$ cat config.mk
export PLATFORM = sky130hd
export DESIGN_NAME = erwc_ctrl
export DESIGN_NICKNAME = d
export VERILOG_FILES = /design/src/verilog/erwc_pkg.sv /design/src/verilog/erwc_ctrl.sv /design/src/verilog/erwc_ready_in.sv
export VERILOG_INCLUDE_DIRS = /design/src /design/src/verilog
export SDC_FILE = /design/constraint.sdc
export NUM_CORES = 1
export LEC_CHECK = 0
export ABC_AREA = 1
export BUFFER_PORTS_ARGS = -buffer_cell sky130_fd_sc_hd__buf_2
export CORE_AREA = 10 10 58 60
export CTS_CLUSTER_SIZE = 12
export DETAILED_ROUTE_END_ITERATION = 10
export DIE_AREA = 0 0 68 70
export HOLD_SLACK_MARGIN = 0.1
export PLACE_DENSITY = 0.75
export REMOVE_ABC_BUFFERS = 1
export SLEW_MARGIN = 0
export SYNTH_ARGS = -nofsm -noshare
export SYNTH_HDL_FRONTEND = slang
export SYNTH_SLANG_ARGS = --single-unit
$ cat constraint.sdc
create_clock -name clk -period 3.24 [get_ports clk]
set_input_delay 0.648 -clock clk [delete_from_list [all_inputs] [get_ports clk]]
set_output_delay 0.648 -clock clk [all_outputs]
set_load 0.05 [all_outputs]
$ cat src/verilog/erwc_regs.svh
// Purpose: Constants for the external bus ready wait-state controller
// Assumes: Single 200 MHz system clock
// Notes: Bus reference clock is a divided enable of the system clock
//
// Overview of operation
// - Ready input lengthens or ends each bus cycle started with use_ready set; active level is configurable
// - Asynchronous mode adds two synchroniser stages, at least one extra wait state
// - Inactive ready at sample point inserts one more wait phase
// - Active ready at sample point ends the running bus cycle
// - Synchronous and asynchronous modes sample ready at different points
// - Mandatory access-phase wait states complete before ready is used
`ifndef ERWC_REGS_SVH
`define ERWC_REGS_SVH

`define ERWC_CLK_DIV        4'h2
`define ERWC_ACC_MIN        6'h01
`define ERWC_ACC_MAX        6'h20
`define ERWC_SYNC_SAMPLE_OFS 4'h0
`define ERWC_ASYNC_SAMPLE_OFS 4'h1

`endif
$ cat src/verilog/erwc_pkg.sv
// Purpose: Types for the external bus ready wait-state controller
// Assumes: Included constants header
// Notes: None
package erwc_pkg;
    typedef enum logic [1:0] {
        ERWC_IDLE   = 2'b00,
        ERWC_ACCESS = 2'b01,
        ERWC_RDYW   = 2'b11,
        ERWC_END    = 2'b10
    } erwc_state_e;

    typedef struct packed {
        logic       start;
        logic       use_ready;
        logic       ready_low;
        logic       async_mode;
        logic [5:0] access_phase;
    } erwc_req_s;

    typedef struct packed {
        logic busy;
        logic strobe;
        logic done;
        logic ready_wait_phase;
    } erwc_stat_s;
endpackage

$ cat src/verilog/erwc_ctrl.sv
// Purpose: Bus cycle wait-state control by external ready
// Assumes: One system clock, reference clock made by divider enable
// Notes: Cycle starts on req.start while idle
`timescale 1ns/1ps
`default_nettype none
`include "erwc_regs.svh"
module erwc_ctrl
    import erwc_pkg::*;
#(
    parameter logic [3:0] CLK_DIV = `ERWC_CLK_DIV
) (
    input  wire logic      clk,
    input  wire logic      srst,
    input  wire erwc_req_s req,
    input  wire logic      ready_pin,
    output erwc_stat_s     stat,
    output logic           bus_reference_clock_out
);
    erwc_state_e state_reg;
    logic [3:0]  div_reg;
    logic        tick;
    logic [5:0]  acc_reg;
    logic        ready_hi;
    logic        async_reg;
    logic        low_reg;
    logic        use_reg;
    logic        delay_reg;
    erwc_stat_s  stat_reg;
    logic        clk_out_reg;

    ////////////////////////////////////////////////////////////////////////
    // Ready conditioning
    erwc_ready_in u_rdy (
        .clk        (clk),
        .srst       (srst),
        .ready_raw  (ready_pin),
        .ready_low  (low_reg),
        .async_mode (async_reg),
        .ready_hi   (ready_hi)
    );

    ////////////////////////////////////////////////////////////////////////
    // Reference clock divider, tick is one phase
    always_ff @(posedge clk) begin
        if (srst) begin
            div_reg     <= 4'h0;
            clk_out_reg <= 1'b0;
        end else if (div_reg == CLK_DIV - 4'h1) begin
            div_reg     <= 4'h0;
            clk_out_reg <= ~clk_out_reg;
        end else begin
            div_reg <= div_reg + 4'h1;
        end
    end
    assign tick = (div_reg == CLK_DIV - 4'h1) && clk_out_reg;

    ////////////////////////////////////////////////////////////////////////
    // Cycle configuration latched at start
    always_ff @(posedge clk) begin
        if (srst) begin
            async_reg <= 1'b0;
            low_reg   <= 1'b0;
            use_reg   <= 1'b0;
        end else if (state_reg == ERWC_IDLE && req.start) begin
            async_reg <= req.async_mode;
            low_reg   <= req.ready_low;
            use_reg   <= req.use_ready;
        end
    end

    ////////////////////////////////////////////////////////////////////////
    // Phase sequencing
    always_ff @(posedge clk) begin
        if (srst) begin
            state_reg <= ERWC_IDLE;
            acc_reg   <= 6'h00;
            delay_reg <= 1'b0;
        end else begin
            unique case (state_reg)
                ERWC_IDLE: begin
                    if (req.start) begin
                        state_reg <= ERWC_ACCESS;
                        acc_reg   <= (req.access_phase < `ERWC_ACC_MIN) ? `ERWC_ACC_MIN :
                                     (req.access_phase > `ERWC_ACC_MAX) ? `ERWC_ACC_MAX :
                                     req.access_phase;
                    end
                end
                ERWC_ACCESS: begin
                    if (tick) begin
                        if (acc_reg > 6'h01) begin
                            acc_reg <= acc_reg - 6'h01;
                        end else if (!use_reg) begin
                            state_reg <= ERWC_END;
                        end else begin
                            state_reg <= ERWC_RDYW;
                            delay_reg <= async_reg;
                        end
                    end
                end
                ERWC_RDYW: begin
                    if (tick) begin
                        if (delay_reg) begin
                            delay_reg <= 1'b0;
                        end else if (ready_hi) begin
                            state_reg <= ERWC_END;
                        end
                    end
                end
                ERWC_END: begin
                    state_reg <= ERWC_IDLE;
                end
            endcase
        end
    end

    ////////////////////////////////////////////////////////////////////////
    // Registered status
    always_ff @(posedge clk) begin
        if (srst) begin
            stat_reg <= '0;
        end else begin
            stat_reg.busy   <= (state_reg != ERWC_IDLE);
            stat_reg.strobe <= (state_reg == ERWC_ACCESS) || (state_reg == ERWC_RDYW);
            stat_reg.done   <= (state_reg == ERWC_END);
            stat_reg.ready_wait_phase <= (state_reg == ERWC_RDYW);
        end
    end

    assign stat = stat_reg;
    assign bus_reference_clock_out = clk_out_reg;

    ////////////////////////////////////////////////////////////////////////
    // Checks
    a_ready_ends: assert property (@(posedge clk) disable iff (srst)
        state_reg == ERWC_RDYW && tick && !delay_reg && ready_hi |=> state_reg == ERWC_END)
        else $error("Active ready did not end cycle");
    a_not_ready_waits: assert property (@(posedge clk) disable iff (srst)
        state_reg == ERWC_RDYW && tick && !ready_hi |=> state_reg == ERWC_RDYW)
        else $error("Inactive ready did not insert wait");
    a_access_first: assert property (@(posedge clk) disable iff (srst)
        state_reg == ERWC_ACCESS && acc_reg > 6'h01 |=> state_reg == ERWC_ACCESS)
        else $error("Access phase cut short");
    a_async_extra_wait: assert property (@(posedge clk) disable iff (srst)
        $rose(state_reg == ERWC_RDYW) && async_reg |-> delay_reg)
        else $error("Async mode missing wait state");
    a_sync_no_delay: assert property (@(posedge clk) disable iff (srst)
        $rose(state_reg == ERWC_RDYW) && !async_reg |-> !delay_reg)
        else $error("Sync mode sampled late");
    a_end_idle: assert property (@(posedge clk) disable iff (srst)
        state_reg == ERWC_END |=> state_reg == ERWC_IDLE ##1 !stat.busy)
        else $error("Cycle end not followed by idle");
    a_polarity_fixed: assert property (@(posedge clk) disable iff (srst)
        state_reg != ERWC_IDLE |=> $stable(low_reg))
        else $error("Polarity changed in cycle");
    a_wait_status: assert property (@(posedge clk) disable iff (srst)
        state_reg == ERWC_RDYW |=> stat.ready_wait_phase)
        else $error("Wait status missing");
    c_sync_cycle: cover property (@(posedge clk) disable iff (srst)
        state_reg == ERWC_RDYW && !async_reg ##1 state_reg == ERWC_END);
    c_async_cycle: cover property (@(posedge clk) disable iff (srst)
        state_reg == ERWC_RDYW && async_reg ##1 state_reg == ERWC_END);
    c_no_ready: cover property (@(posedge clk) disable iff (srst)
        state_reg == ERWC_ACCESS && !use_reg ##1 state_reg == ERWC_END);
endmodule
`default_nettype wire

$ cat src/verilog/erwc_ready_in.sv
// Purpose: Ready input conditioning: polarity and optional synchroniser
// Assumes: Raw ready sampled as synchronous input
// Notes: Output is active-high ready
`timescale 1ns/1ps
`default_nettype none
module erwc_ready_in
    import erwc_pkg::*;
(
    input  wire logic clk,
    input  wire logic srst,
    input  wire logic ready_raw,
    input  wire logic ready_low,
    input  wire logic async_mode,
    output logic      ready_hi
);
    logic pol_reg;
    logic sync1_reg;
    logic sync2_reg;

    // Polarity applied before any sampling
    always_ff @(posedge clk) begin
        if (srst) begin
            pol_reg <= 1'b0;
        end else begin
            pol_reg <= ready_raw ^ ready_low;
        end
    end

    // Two extra synchroniser stages for asynchronous ready
    always_ff @(posedge clk) begin
        if (srst) begin
            sync1_reg <= 1'b0;
            sync2_reg <= 1'b0;
        end else begin
            sync1_reg <= pol_reg;
            sync2_reg <= sync1_reg;
        end
    end

    assign ready_hi = async_mode ? sync2_reg : pol_reg;
endmodule
`default_nettype wire

==> metrics <==
vias post-DR 1,067; hold-fix buffers at CTS 0; die height 70 um; hold slack 0.412 ns; final hold violation count 0; max-slew violations 0; total track usage 10.3%; post-route setup slack 1.62 ns; Crit path buffers/inverters 1; crit path kind reg2out; Synth Instances 161; clock share of power 13.7%; CTS resizes 0; number of global-route vias before repair 1,003; residual overflow from global routing 0; number of DRC markers in iteration 0 29; Top delay family on crit path flip-flops; Vias/cell 5.06; Mapped Area 0.00119 mm^2; Finished Cell Area 0.00135 mm^2; Worst Setup End Kind primary output; Die ar. 0.00476 mm^2; DP Wirelength 2020 um; reg2reg path depth 9; commonest cells after routing, fill and taps aside nand2_1 (31), nor2_1 (28), dfxtp_1 (24); CP cell instances buf_2; synth-to-layout area growth 13.0%; Internal 0.611 mW; clk_lat worst skew 0.31 ns; Seq pwr share 39.0%; Yosys reg bits 24; die width 68 um; first-pass GRT wire length 3970 um; Core Rows 18; clock skew 0.00544 ns; ys async rst share 0%; Routability Congestion 0.894; Yosys cell types 28; port buffer count 17; RSZ-0062 raised after global routing no; type of origin of the critical path flip-flop; Routed Antenna Nets 0; Slew HR 75.6%; CP max-delay cell dfxtp_1; ys flop type dfxtp_1; sequential-to-total area share from yosys stat 40.3%; CP Data Arrival Time 0.98 ns; Worst Max-Slew Pin Slew 0.366 ns; placed cell areas 0.00131 mm^2; CTS tree built; setup TNS 0 ns; Required @ worst endpoint 2.59 ns; Cell Pwr Density 816 mW/mm^2; I/O pin count 18; minimum clock period 1.62 ns; Final #Nets 199; max_cap viols 0; switching share of power 44.4%; Routed WL 2400 um; leak pwr 0.618 nW; Logic pwr share 47.3%; clk root buf clkbuf_4; Worst IR Drop VDD 515 uV; clock buffer depth 2; CP Max Fanout 4; drt drc 0; Initial DRT Pass Iterations 4; most common cell after layout, fill and taps aside nand2_1; pin count of the biggest net entering global routing 14; Clock transition at path regs 0.12 ns; Synth warnings 0; number of clock sinks seen by CTS 24; outcome finished, final reports clean; crit-path max cell delay 0.39 ns; Highest Clock Rate 616 MHz; Sw Pwr 0.488 mW; Ant. Diodes 0; Post-synth EDFFs 0; Starting Density 50.9%; worst hold path type reg2reg; Final Setup Violations 0; WHS Path Cells 2; core footprint 0.00234 mm^2; Setup Fix Bufs, Post-CTS 0; Crit path depth 1; fin crit share 50.1%; pre-CTS setup slack 1.67 ns; Largest register FFs 6; cts bufs inserted 3; fraction of layout cells with a size suffix above 1 23.8%; initial antenna violation count 0; WL/cell 11.4 um; Post-Syn Area per Cell 7.40 um^2; H-tree levels 1
-- routing by layer --
metal / share of wire (%) / global-route usage, %
met2: 53 / 19.4
met5: 0 / 0
met3: 4.4 / 4.15
met1: 43 / 10.3
met4: 0.38 / 0.895
-- power groups by stage --
stage	Combinational, mW	Clock (mW)	Sequential, mW
2_1_floorplan	0.387	0	0.455
3_3_place_gp	0.500	0	0.432
3_5_place_dp	0.520	0	0.437
4_1_cts	0.523	0.156	0.429
5_1_grt	0.582	0.167	0.440
6_report	0.520	0.151	0.428
-- metrics by stage --
stage / std cells / utilization, % / power, mW
2_1_floorplan: 160 / - / 0.842
3_3_place_gp: 207 / 55.9 / 0.932
3_5_place_dp: 207 / 55.9 / 0.957
4_1_cts: 211 / 57.5 / 1.11
5_1_grt: 211 / 57.5 / 1.19
6_report: 211 / 57.5 / 1.10
-- cell families (layout without fill, tap and decap cells) --
logic type,after synthesis,after routing,synth area share [%]
adder cells (fa/ha/maj),4,4,4.20
buffers and inverters,22,42,6.93
AO/OA/AOI/OAI,24,24,12.9
flip-flops,24,24,40.3
XOR/XNOR,4,4,2.94
AND/OR/NAND/NOR,83,83,32.7
-- synthesized netlist by cell type (2+ instances only) --
| cell type | instances | area, um^2 |
|---|---|---|
| a21oi_1 | 2 | 10.0 |
| a21oi_2 | 4 | 35.0 |
| dfxtp_1 | 24 | 480 |
| ha_1 | 4 | 50.1 |
| inv_1 | 16 | 60.1 |
| inv_2 | 4 | 15.0 |
| nand2_1 | 31 | 116 |
| nand2_2 | 5 | 31.3 |
| nand3_1 | 6 | 30.0 |
| nand4_1 | 4 | 25.0 |
| nor2_1 | 28 | 105 |
| nor2_2 | 3 | 18.8 |
| nor2_4 | 2 | 22.5 |
| nor3_1 | 2 | 10.0 |
| o21ai_0 | 6 | 30.0 |
| o21ai_1 | 6 | 30.0 |
| xnor2_1 | 3 | 26.3 |
-- cell type report --
| class | instances | area [um^2] |
|---|---|---|
| tap | 30 | 37.5 |
| multi-input combinational | 115 | 628 |
| clock buffer | 4 | 36.3 |
| inverter | 21 | 78.8 |
| timing repair buffer | 17 | 85.1 |
| fill | 236 | 996 |
| sequential | 24 | 480 |
-- path summary, 6_finish.rpt --
| check | start | to | slack [ns] |
|---|---|---|---|
| worst max register to register | acc_reg[0] | acc_reg[2] | 1.74 |
| worst min register to register | u_rdy.sync1_reg | u_rdy.sync2_reg | 0.41 |
| worst max-delay path | bus_reference_clock_out | bus_reference_clock_out | 1.62 |
| worst min-delay path | u_rdy.sync1_reg | u_rdy.sync2_reg | 0.41 |
Note: power is estimated with default switching activity, not from simulation.
